[src/mac_alu_pkg.sv]
// Package for the multiply/ALU datapath: register map, field layout,
// operation codes, state encoding and fixed values.
// Assumes a 32-bit APB register bus with byte addresses.
package mac_alu_pkg;

	// Register byte offsets
	localparam logic [7:0] CTRL_OFS = 8'h00;
	localparam logic [7:0] STATUS_OFS = 8'h04;
	localparam logic [7:0] OPERAND_OFS = 8'h08;
	localparam logic [7:0] DATA_OFS = 8'h0c;
	localparam logic [7:0] CMD_OFS = 8'h10;
	localparam logic [7:0] PROD_OFS = 8'h14;
	localparam logic [7:0] ACC_OFS = 8'h18;
	localparam logic [7:0] STORE_OFS = 8'h1c;
	localparam logic [7:0] TARGET_OFS = 8'h20;

	// Control register fields
	localparam int CTRL_PSEL_LSB = 0;
	localparam int CTRL_SAT_BIT = 2;
	localparam int CTRL_SXM_BIT = 3;
	localparam logic [1:0] PSEL_RESET = 2'h0;
	localparam logic SAT_RESET = 1'b0;
	localparam logic SXM_RESET = 1'b1;

	// Status register fields
	localparam int ST_CARRY_BIT = 0;
	localparam int ST_WRAP_BIT = 1;
	localparam int ST_TC_BIT = 2;
	localparam int ST_ZERO_BIT = 3;
	localparam logic CARRY_RESET = 1'b1;

	// Command register fields
	localparam int CMD_OP_LSB = 0;
	localparam int CMD_SHIFT_LSB = 5;
	localparam int CMD_RPT_LSB = 10;
	localparam int CMD_IMM_LSB = 16;
	localparam int OP_W = 5;
	localparam int SHIFT_W = 5;
	localparam int RPT_W = 6;
	localparam int IMM_W = 13;

	// Product shifter modes and amounts
	localparam logic [1:0] PSEL_NONE = 2'h0;
	localparam logic [1:0] PSEL_LEFT1 = 2'h1;
	localparam logic [1:0] PSEL_LEFT4 = 2'h2;
	localparam logic [1:0] PSEL_RIGHT6 = 2'h3;
	localparam int PSH_LEFT1 = 1;
	localparam int PSH_LEFT4 = 4;
	localparam int PSH_RIGHT6 = 6;

	// Accumulator limits and the high-accumulator shift count
	localparam logic [31:0] ACC_MAX = 32'h7fffffff;
	localparam logic [31:0] ACC_MIN = 32'h80000000;
	localparam logic [SHIFT_W-1:0] SHIFT_HIGH = 5'h10;

	// Operations started by a command write
	typedef enum logic [OP_W-1:0] {
		OP_NOP = 5'h00, OP_MPY = 5'h01, OP_UNSIGNED_MULTIPLY_OP = 5'h02, OP_MPYI = 5'h03,
		OP_MAC = 5'h04, OP_MULTIPLY_ACCUMULATE_MOVE_OP = 5'h05, OP_SPH = 5'h06, OP_SPL = 5'h07,
		OP_LPH = 5'h08, OP_LT = 5'h09, OP_LTP = 5'h0a, OP_LTA = 5'h0b,
		OP_LTS = 5'h0c, OP_LTD = 5'h0d, OP_ADD = 5'h0e, OP_SUB = 5'h0f,
		OP_ADD_WITH_CARRY_OP = 5'h10, OP_SUB_WITH_BORROW_OP = 5'h11, OP_LACC = 5'h12, OP_AND = 5'h13,
		OP_OR = 5'h14, OP_XOR = 5'h15, OP_LOAD_WITH_VARIABLE_SHIFT_OP = 5'h16, OP_ADD_WITH_VARIABLE_SHIFT_OP = 5'h17,
		OP_SUB_WITH_VARIABLE_SHIFT_OP = 5'h18, OP_BIT_TEST_VARIABLE_OP = 5'h19, OP_SFL = 5'h1a, OP_SFR = 5'h1b,
		OP_ROL = 5'h1c, OP_ROR = 5'h1d, OP_BCOND = 5'h1e, OP_BRANCH_TO_ACCUMULATOR_OP = 5'h1f
	} op_type;

	// Branch conditions, held in the shift field of a branch command
	localparam logic [SHIFT_W-1:0] COND_OV = 5'h00;
	localparam logic [SHIFT_W-1:0] COND_EQ = 5'h01;
	localparam logic [SHIFT_W-1:0] COND_C = 5'h02;
	localparam logic [SHIFT_W-1:0] COND_NC = 5'h03;

	// Sequencer states, Gray along idle -> run -> second multiply cycle
	typedef enum logic [1:0] {
		ST_IDLE = 2'b00, ST_RUN = 2'b01, ST_IMM2 = 2'b11
	} state_type;

endpackage

[src/mac_alu.sv]
// Multiply / accumulate datapath with product shifter and central ALU,
// reached over an APB slave. Assumes memory feeds coefficient and sample
// words combinationally on the cycle that the advance strobes are high.
//
// Our own choices: the APB interface to the registers and the address map.
`timescale 1ns/100ps

module mac_alu
	import mac_alu_pkg::*;
#(
	parameter int ADDR_W = 8
) (
	// Clock and reset
	input wire logic i_sys_clk,
	input wire logic i_sys_rst,
	// APB slave
	input wire logic i_psel,
	input wire logic i_penable,
	input wire logic i_pwrite,
	input wire logic [ADDR_W-1:0] i_paddr,
	input wire logic [31:0] i_pwdata,
	output logic [31:0] o_prdata,
	output logic o_pready,
	output logic o_pslverr,
	// Coefficient and sample streams
	input wire logic [15:0] i_coef_word,
	input wire logic [15:0] i_sample_word,
	output logic o_coef_advance,
	output logic o_sample_advance,
	// Sample move to next data address
	output logic o_move_we,
	output logic [15:0] o_move_data,
	// Branch result
	output logic o_branch_taken,
	output logic [15:0] o_branch_target,
	output logic o_busy
);

	// Registers
	logic [1:0] product_shift_select_r;
	logic saturate_enable_r;
	logic sxm_r;
	logic carry_r;
	logic arith_wrap_flag_r;
	logic tc_r;
	logic [15:0] multiplier_operand_reg_r;
	logic [15:0] data_r;
	logic [31:0] product_reg_r;
	logic [31:0] acc_r;
	logic [15:0] store_r;
	op_type op_r;
	logic [SHIFT_W-1:0] shift_r;
	logic [RPT_W-1:0] rpt_r;
	logic [IMM_W-1:0] imm_r;
	state_type st_r;
	state_type st_nxt;
	logic move_we_r;
	logic [15:0] move_data_r;
	logic branch_r;
	logic [15:0] target_r;
	logic [31:0] prdata_r;
	logic pslverr_r;

	// APB decode
	wire logic [7:0] addr_lo = i_paddr[7:0];
	wire logic apb_acc = i_psel && i_penable;
	wire logic hit_ctrl = (addr_lo == CTRL_OFS);
	wire logic hit_status = (addr_lo == STATUS_OFS);
	wire logic hit_operand = (addr_lo == OPERAND_OFS);
	wire logic hit_data = (addr_lo == DATA_OFS);
	wire logic hit_cmd = (addr_lo == CMD_OFS);
	wire logic hit_prod = (addr_lo == PROD_OFS);
	wire logic hit_acc = (addr_lo == ACC_OFS);
	wire logic hit_store = (addr_lo == STORE_OFS);
	wire logic hit_target = (addr_lo == TARGET_OFS);
	wire logic hit_any = hit_ctrl | hit_status | hit_operand | hit_data | hit_cmd | hit_prod | hit_acc |
		hit_store | hit_target;
	wire logic cmd_stall = i_pwrite && hit_cmd && (st_r != ST_IDLE);
	wire logic apb_done = apb_acc && !cmd_stall;
	wire logic wr_en = apb_done && i_pwrite;
	wire logic wr_ctrl = wr_en && hit_ctrl;
	wire logic wr_status = wr_en && hit_status;
	wire logic wr_operand = wr_en && hit_operand;
	wire logic wr_data = wr_en && hit_data;
	wire logic wr_cmd = wr_en && hit_cmd;

	// Sequencer decode
	wire logic exec = ((st_r == ST_RUN) && (op_r != OP_MPYI)) || (st_r == ST_IMM2);
	wire logic is_mac = (op_r == OP_MAC) || (op_r == OP_MULTIPLY_ACCUMULATE_MOVE_OP);
	wire logic last_pass = !is_mac || (rpt_r == '0);

	// Product shifter; the register itself is never rewritten here
	logic [31:0] pshift;
	always_comb begin
		case (product_shift_select_r)
			PSEL_NONE: pshift = product_reg_r;
			PSEL_LEFT1: pshift = product_reg_r << PSH_LEFT1;
			PSEL_LEFT4: pshift = product_reg_r << PSH_LEFT4;
			PSEL_RIGHT6: pshift = 32'($signed(product_reg_r) >>> PSH_RIGHT6);
			default: pshift = product_reg_r;
		endcase
	end

	// Multiplier operands and product
	wire logic [15:0] imm_ext = {{(16-IMM_W){imm_r[IMM_W-1]}}, imm_r};
	wire logic [15:0] mult_a = is_mac ? i_coef_word : multiplier_operand_reg_r;
	wire logic [15:0] mult_b = is_mac ? i_sample_word : ((op_r == OP_MPYI) ? imm_ext : data_r);
	wire logic [31:0] prod_s = {{16{mult_a[15]}}, mult_a} * {{16{mult_b[15]}}, mult_b};
	wire logic [31:0] prod_u = {16'h0000, mult_a} * {16'h0000, mult_b};
	wire logic [31:0] product = (op_r == OP_UNSIGNED_MULTIPLY_OP) ? prod_u : prod_s;

	// Input scaling shifter, count from command or operand register
	wire logic var_shift = (op_r == OP_LOAD_WITH_VARIABLE_SHIFT_OP) || (op_r == OP_ADD_WITH_VARIABLE_SHIFT_OP) || (op_r == OP_SUB_WITH_VARIABLE_SHIFT_OP);
	wire logic [SHIFT_W-1:0] ish_cnt = var_shift ? {1'b0, multiplier_operand_reg_r[3:0]} : shift_r;
	wire logic [31:0] ish_ext = sxm_r ? {{16{data_r[15]}}, data_r} : {16'h0000, data_r};
	wire logic [31:0] ishift = ish_ext << ish_cnt;

	// Central ALU operand selection and classes
	wire logic use_prod = is_mac || (op_r == OP_LTP) || (op_r == OP_LTA) || (op_r == OP_LTS) || (op_r == OP_LTD);
	wire logic [31:0] alu_b = use_prod ? pshift : ishift;
	wire logic is_add = is_mac || (op_r == OP_LTA) || (op_r == OP_LTD) || (op_r == OP_ADD) || (op_r == OP_ADD_WITH_CARRY_OP) ||
		(op_r == OP_ADD_WITH_VARIABLE_SHIFT_OP);
	wire logic is_sub = (op_r == OP_LTS) || (op_r == OP_SUB) || (op_r == OP_SUB_WITH_BORROW_OP) || (op_r == OP_SUB_WITH_VARIABLE_SHIFT_OP);
	wire logic is_load = (op_r == OP_LTP) || (op_r == OP_LACC) || (op_r == OP_LOAD_WITH_VARIABLE_SHIFT_OP);
	wire logic is_logic = (op_r == OP_AND) || (op_r == OP_OR) || (op_r == OP_XOR);
	wire logic is_shift = (op_r == OP_SFL) || (op_r == OP_SFR) || (op_r == OP_ROL) || (op_r == OP_ROR);
	wire logic loads_operand = (op_r == OP_LT) || (op_r == OP_LTP) || (op_r == OP_LTA) || (op_r == OP_LTS) ||
		(op_r == OP_LTD);

	// Adder with prior carry for the carry-in forms
	wire logic [31:0] b_inv = is_sub ? ~alu_b : alu_b;
	wire logic cin = ((op_r == OP_ADD_WITH_CARRY_OP) || (op_r == OP_SUB_WITH_BORROW_OP)) ? carry_r : is_sub;
	wire logic [32:0] sum = {1'b0, acc_r} + {1'b0, b_inv} + {32'h00000000, cin};
	wire logic ovf = (is_add || is_sub) && (acc_r[31] == b_inv[31]) && (sum[31] != acc_r[31]);
	wire logic [31:0] sat_val = acc_r[31] ? ACC_MIN : ACC_MAX;
	wire logic [31:0] arith_res = (ovf && saturate_enable_r) ? sat_val : sum[31:0];
	wire logic high16 = (shift_r == SHIFT_HIGH) && ((op_r == OP_ADD) || (op_r == OP_SUB));

	// Accumulator result and carry per operation
	logic [31:0] acc_nxt;
	logic carry_nxt;
	always_comb begin
		acc_nxt = acc_r;
		carry_nxt = carry_r;
		if (is_add || is_sub) begin
			acc_nxt = arith_res;
			if (!high16) begin
				carry_nxt = sum[32];
			end else if ((op_r == OP_ADD) && sum[32]) begin
				carry_nxt = 1'b1;
			end else if ((op_r == OP_SUB) && !sum[32]) begin
				carry_nxt = 1'b0;
			end
		end else if (is_load) begin
			acc_nxt = alu_b;
		end else begin
			case (op_r)
				OP_AND: acc_nxt = acc_r & alu_b;
				OP_OR: acc_nxt = acc_r | alu_b;
				OP_XOR: acc_nxt = acc_r ^ alu_b;
				OP_SFL: begin
					acc_nxt = {acc_r[30:0], 1'b0};
					carry_nxt = acc_r[31];
				end
				OP_SFR: begin
					acc_nxt = {sxm_r & acc_r[31], acc_r[31:1]};
					carry_nxt = acc_r[0];
				end
				OP_ROL: begin
					acc_nxt = {acc_r[30:0], carry_r};
					carry_nxt = acc_r[31];
				end
				OP_ROR: begin
					acc_nxt = {carry_r, acc_r[31:1]};
					carry_nxt = acc_r[0];
				end
				default: acc_nxt = acc_r;
			endcase
		end
	end

	// Branch evaluation
	logic cond_true;
	always_comb begin
		case (shift_r)
			COND_OV: cond_true = arith_wrap_flag_r;
			COND_EQ: cond_true = (acc_r == '0);
			COND_C: cond_true = carry_r;
			COND_NC: cond_true = !carry_r;
			default: cond_true = 1'b0;
		endcase
	end
	wire logic take_branch = (op_r == OP_BRANCH_TO_ACCUMULATOR_OP) || ((op_r == OP_BCOND) && cond_true);
	wire logic ov_clear_br = exec && (op_r == OP_BCOND) && (shift_r == COND_OV);
	wire logic ov_set = exec && ovf && !is_logic;

	// Next state of the sequencer
	always_comb begin
		case (st_r)
			ST_IDLE: st_nxt = wr_cmd ? ST_RUN : ST_IDLE;
			ST_RUN: st_nxt = (op_r == OP_MPYI) ? ST_IMM2 : (last_pass ? ST_IDLE : ST_RUN);
			ST_IMM2: st_nxt = ST_IDLE;
			default: st_nxt = ST_IDLE;
		endcase
	end

	// Sequencer and command latch
	always_ff @(posedge i_sys_clk or posedge i_sys_rst) begin
		if (i_sys_rst) begin
			st_r <= ST_IDLE;
			op_r <= OP_NOP;
			shift_r <= '0;
			rpt_r <= '0;
			imm_r <= '0;
		end else begin
			st_r <= st_nxt;
			if (wr_cmd) begin
				op_r <= op_type'(i_pwdata[CMD_OP_LSB +: OP_W]);
				shift_r <= i_pwdata[CMD_SHIFT_LSB +: SHIFT_W];
				rpt_r <= i_pwdata[CMD_RPT_LSB +: RPT_W];
				imm_r <= i_pwdata[CMD_IMM_LSB +: IMM_W];
			end else if (exec && is_mac && !last_pass) begin
				rpt_r <= rpt_r - 1'b1;
			end
		end
	end

	// Control and status bits; hardware set wins over clears
	always_ff @(posedge i_sys_clk or posedge i_sys_rst) begin
		if (i_sys_rst) begin
			product_shift_select_r <= PSEL_RESET;
			saturate_enable_r <= SAT_RESET;
			sxm_r <= SXM_RESET;
			carry_r <= CARRY_RESET;
			arith_wrap_flag_r <= 1'b0;
			tc_r <= 1'b0;
		end else begin
			if (wr_ctrl) begin
				product_shift_select_r <= i_pwdata[CTRL_PSEL_LSB +: 2];
				saturate_enable_r <= i_pwdata[CTRL_SAT_BIT];
				sxm_r <= i_pwdata[CTRL_SXM_BIT];
			end
			if (exec) begin
				carry_r <= carry_nxt;
			end else if (wr_status) begin
				carry_r <= i_pwdata[ST_CARRY_BIT];
			end
			if (ov_set) begin
				arith_wrap_flag_r <= 1'b1;
			end else if (ov_clear_br) begin
				arith_wrap_flag_r <= 1'b0;
			end else if (wr_status) begin
				arith_wrap_flag_r <= i_pwdata[ST_WRAP_BIT];
			end
			if (exec && (op_r == OP_BIT_TEST_VARIABLE_OP)) begin
				tc_r <= data_r[multiplier_operand_reg_r[3:0]];
			end else if (wr_status) begin
				tc_r <= i_pwdata[ST_TC_BIT];
			end
		end
	end

	// Operand, data word, product and accumulator
	always_ff @(posedge i_sys_clk or posedge i_sys_rst) begin
		if (i_sys_rst) begin
			multiplier_operand_reg_r <= '0;
			data_r <= '0;
			product_reg_r <= '0;
			acc_r <= '0;
			store_r <= '0;
		end else begin
			if (exec && (loads_operand || is_mac)) begin
				multiplier_operand_reg_r <= is_mac ? i_sample_word : data_r;
			end else if (wr_operand) begin
				multiplier_operand_reg_r <= i_pwdata[15:0];
			end
			if (wr_data) begin
				data_r <= i_pwdata[15:0];
			end
			if (exec && (is_mac || (op_r == OP_MPY) || (op_r == OP_UNSIGNED_MULTIPLY_OP) || (op_r == OP_MPYI))) begin
				product_reg_r <= product;
			end else if (exec && (op_r == OP_LPH)) begin
				product_reg_r[31:16] <= data_r;
			end
			if (exec) begin
				acc_r <= acc_nxt;
			end
			if (exec && (op_r == OP_SPH)) begin
				store_r <= pshift[31:16];
			end else if (exec && (op_r == OP_SPL)) begin
				store_r <= pshift[15:0];
			end
		end
	end

	// Sample move and branch outputs
	always_ff @(posedge i_sys_clk or posedge i_sys_rst) begin
		if (i_sys_rst) begin
			move_we_r <= 1'b0;
			move_data_r <= '0;
			branch_r <= 1'b0;
			target_r <= '0;
		end else begin
			move_we_r <= exec && ((op_r == OP_MULTIPLY_ACCUMULATE_MOVE_OP) || (op_r == OP_LTD));
			if (exec && (op_r == OP_MULTIPLY_ACCUMULATE_MOVE_OP)) begin
				move_data_r <= i_sample_word;
			end else if (exec && (op_r == OP_LTD)) begin
				move_data_r <= data_r;
			end
			branch_r <= exec && take_branch;
			if (exec && take_branch) begin
				target_r <= (op_r == OP_BRANCH_TO_ACCUMULATOR_OP) ? acc_r[15:0] : data_r;
			end
		end
	end

	// Read data mux
	wire logic [31:0] rd_ctrl = {28'h0000000, sxm_r, saturate_enable_r, product_shift_select_r};
	wire logic [31:0] rd_status = {28'h0000000, (acc_r == '0), tc_r, arith_wrap_flag_r, carry_r};
	wire logic [31:0] rd_val = hit_ctrl ? rd_ctrl :
		hit_status ? rd_status :
		hit_operand ? {16'h0000, multiplier_operand_reg_r} :
		hit_data ? {16'h0000, data_r} :
		hit_cmd ? {3'h0, imm_r, rpt_r, shift_r, op_r} :
		hit_prod ? product_reg_r :
		hit_acc ? acc_r :
		hit_store ? {16'h0000, store_r} :
		hit_target ? {16'h0000, target_r} : 32'h00000000;

	// APB answer registers, taken in the setup cycle
	always_ff @(posedge i_sys_clk or posedge i_sys_rst) begin
		if (i_sys_rst) begin
			prdata_r <= '0;
			pslverr_r <= 1'b0;
		end else if (i_psel && !i_penable) begin
			prdata_r <= i_pwrite ? 32'h00000000 : rd_val;
			pslverr_r <= !hit_any;
		end
	end

	// Outputs
	assign o_prdata = prdata_r;
	assign o_pready = !cmd_stall;
	assign o_pslverr = pslverr_r && apb_acc;
	assign o_coef_advance = exec && is_mac;
	assign o_sample_advance = exec && is_mac;
	assign o_move_we = move_we_r;
	assign o_move_data = move_data_r;
	assign o_branch_taken = branch_r;
	assign o_branch_target = target_r;
	assign o_busy = (st_r != ST_IDLE);

endmodule

[config.mk]
export PLATFORM = sky130hd
export DESIGN_NAME = mac_alu
export DESIGN_NICKNAME = d
export VERILOG_FILES = /design/src/mac_alu_pkg.sv /design/src/mac_alu.sv
export SDC_FILE = /design/constraint.sdc
export NUM_CORES = 2
export LEC_CHECK = 0
export ABC_CLOCK_PERIOD_IN_PS = 23600
export BUFFER_PORTS_ARGS = -buffer_cell sky130_fd_sc_hd__buf_2
export CORE_MARGIN = 3
export CORE_UTILIZATION = 40
export DETAILED_ROUTE_END_ITERATION = 8
export PLACE_DENSITY = 0.57
export SLEW_MARGIN = 20
export SYNTH_ARGS = -nofsm -noshare
export SYNTH_HDL_FRONTEND = slang
export SYNTH_SLANG_ARGS = --single-unit
[constraint.sdc]
create_clock -name i_sys_clk -period 23.6 [get_ports i_sys_clk]
set_clock_uncertainty 0.05 [all_clocks]
set_input_delay 5.9 -clock i_sys_clk [delete_from_list [all_inputs] [get_ports i_sys_clk]]
set_output_delay 5.9 -clock i_sys_clk [all_outputs]
set_load 0.02 [all_outputs]
==> flow_summary.toml <==
[status]
status = "completed"

[detailed_routing]
wl_per_cell_um = 25.9
detail_route.first_pass.iterations = 9
ant_nets = 0
via_count = 29100
drc = 0
viasPerCell = 5.95
wl_mm = 127
drtIter0Drc = 2787

[global_route]
antenna_found_initial = 3
grt-ovfl-total = 0
use_met1_pct = 38.7
grt_pass1_vias = 28400
grt_max_degree = 79
grt.total_usage_pct = 29.3
use_met2_pct = 47.6
grt_pass1_wl_mm = 187
gr-max-usage-layer = "met2"
gr-usage-met3_pct = 4.39

[clock_network]
cts_tree = "built"
clk_latency_ns = 0.57
cts_buffer_depth = 3
post_cts_resized = 0
ctsHoldBuffers = 0
clock_sinks = 217
cts_buffers = 26
path_clk_slew_ns = 0.06
cts_setup_buffers = 0
cts_max_level = 1
root_buffer = "clkbuf_16"

[worst_setup_path]
startpoint = "i_paddr[2]"
cp.arrival_ns = 8.15
worstSetupStartpointType = "input port"
path_class = "input port to output port"
worstPathRequired_ns = 17.65
r2r_start = "op_r[1]$_DFFE_PP0P_"
end_kind = "output port"
cp_max_fo = 34

[floorplan]
die_y_um = 292
boundaryPins = 148
die-area_um2 = 85000
start_util_pct = 40.4
rows = 104
die_w_um = 292
fp.coreArea_um2 = 80700

[synth]
syn_area_um2 = 32600
synth_flop_cell = "dfrtp_1"
synth_cells = 3760
yosysUniqueCellTypes = 87
synth_edf_count = 0
synth-async-reset-ratio_pct = 100
ys_seq_area_share_pct = 16.7
syn-num-nets = 4454
synth_top_area_share_pct = 22.6
synth_area_leaders = "fa_1 (23%), dfrtp_1 (16%), ha_1 (9.6%), inv_1 (6.4%), nand2_1 (4.9%)"
syn_area_per_cell_um2 = 8.67
yosysTopAreaCell = "fa_1"
yosysWarnings = 0
ys_seq_elements = 217

[cells_and_area]
seq_area_um2 = 5440
multiInputGateArea_um2 = 24400
fill_cells = 8139
post-route-util_pct = 44.1
syn2layout_area_growth_pct = 9.02
finalNetCount = 4505
layout-drive-gt1-share_pct = 10.7
design_area_um2 = 35600

[sta]
drv_slew = 0
layout_setup_ws_ns = 9.50
setup_tns_ns = 0
fmax_mhz = 70.9
finalCritPeriodShare_pct = 59.8
finalCriticalPeriod_ns = 14.10
rsz0062_at_grt = "no"
worst_pin_slew_ns = 1.25
hold_violations = 0
setup_viol_count_final = 0
slew_headroom_pct = 16.1

[min_path]
worstHoldStart = "o_prdata[23]$_DFFE_PP0P_"
hp-class = "flop to flop"

[power_and_ir_drop]
power.leakage_uw = 0.0175
switching_share_pct = 30.6
p_int_uw = 722
seq_power_share_pct = 39.8
power_uw = 1040
combPwrFrac_pct = 15.1
vdd_ir_drop_max_mv = 0.0389
powerDensity_nw_per_um2 = 29.2
clock_power_share_pct = 45.1
switchingPower_uw = 318

[place]
post_dp_cell_area_um2 = 34600
io_buffers = 144
post-dp-hpwl_mm = 100
place.gp.congestion = 0.990
dpl_worst_slack_ns = 9.54

[run]
cap_violations = 0
[critical path, cell delays in order]
cell and delay, ns:
buf_2 0.36, nor4_1 0.88, and2_1 0.23, buf_4 0.41, nand3_1 0.12, buf_2 0.18
[synth_stat cells, types with 13 or more instances]
cell type and n:
inv_1 554, nand2_1 429, fa_1 368, nor2_1 288, ha_1 249, dfrtp_1 215, a21oi_1 208, clkbuf_1 177
o21ai_0 176, mux2i_1 160, xnor2_1 83, o211ai_1 49, mux2_2 48, a21o_1 46, xor2_1 43, a31oi_1 39
a211oi_1 37, and3_1 36, o22ai_1 35, nor3_1 34, o21a_1 34, a221oi_1 33, nand3_1 33, mux4_2 32
a222oi_1 25, nand2b_1 24, a22o_1 22, nor4_1 22, a22oi_1 20, a221o_1 16, buf_1 16, nand4_1 15
and2_1 14, o21ai_1 14, nor2b_1 13, or3_1 13
[per-stage QoR]
step	hold WS, ns	cells
finish	0.419	4893
global route	0.452	4892
CTS	0.428	4890
detailed placement	0.413	4842
global placement	0.407	4842
floorplan	0.393	3760
[logic make-up after synthesis]
logic type / after synthesis / share of synthesized area [%]
AND/OR/NAND/NOR: 950 / 12.7
AO/OA/AOI/OAI: 851 / 17.4
buffers and inverters: 757 / 8.81
adder cells (fa/ha/maj): 617 / 32.1
multiplexers: 242 / 8.92
flip-flops: 217 / 16.7
XOR/XNOR: 126 / 3.38
[layout make-up]
class	count	share of cell area (%)
diodes	2	0.0141
clock buffers	33	2.13
clock inverters	15	0.633
inverters	555	5.88
multi-input cells	2786	68.6
flip-flops and latches	217	15.3
well taps	1060	3.73
repair buffers	225	3.73
[cells in the final DEF (no fill, tap or decap), types with 49 or more instances in the layout]
cell type | synthesis | routed
mux2i_1 | 160 | 159
o21ai_0 | 176 | 175
buf_4 | 2 | 80
dfrtp_1 | 215 | 212
nand2_1 | 429 | 429
o211ai_1 | 49 | 49
nor2_1 | 288 | 285
inv_1 | 554 | 553
fa_1 | 368 | 368
ha_1 | 249 | 249
buf_2 | 5 | 145
xnor2_1 | 83 | 83
a21oi_1 | 208 | 208
[power by group through the flow]
stage	clock network (uW)	registers, uW	logic, uW
6_report	468	414	157
5_1_grt	486	412	169
4_1_cts	474	410	155
3_5_place_dp	0	417	154
3_3_place_gp	0	417	153
2_1_floorplan	0	400	96.7
[path summary, 6_finish.rpt]
| path | end | slack (ns) | cells past startpoint |
|---|---|---|---|
| hold / removal | o_prdata[23]$_DFFE_PP0P_ | 0.42 | 2 |
| setup reg to reg | product_reg_r[29]$_DFFE_PP0P_ | 14.21 | 27 |
| hold reg to reg | o_prdata[23]$_DFFE_PP0P_ | 0.42 | 2 |
| setup / recovery | o_pready | 9.50 | 6 |
| min in group asynchronous | acc_r[10]$_DFFE_PP0P_ | 5.36 | 2 |
| max in group asynchronous | o_move_data[14]$_DFFE_PP0P_ | 16.58 | 3 |
[registers in the layout (all words and copies together), names as in the netlist, 13 cells and up]
| name | flops |
|---|---|
| acc_r | 32 |
| data_r | 16 |
| imm_r | 13 |
| multiplier_operand_reg_r | 16 |
| o_branch_target | 16 |
| o_move_data | 16 |
| o_prdata | 32 |
| product_reg_r | 32 |
| store_r | 16 |
[per-layer routing]
layer	up-vias	wire, um
met1	14600	50900
li1	12900	-
met4	2	6930
met5	-	31
met3	258	9810
met2	1359	59000
Note: power is estimated with default switching activity, not from simulation.
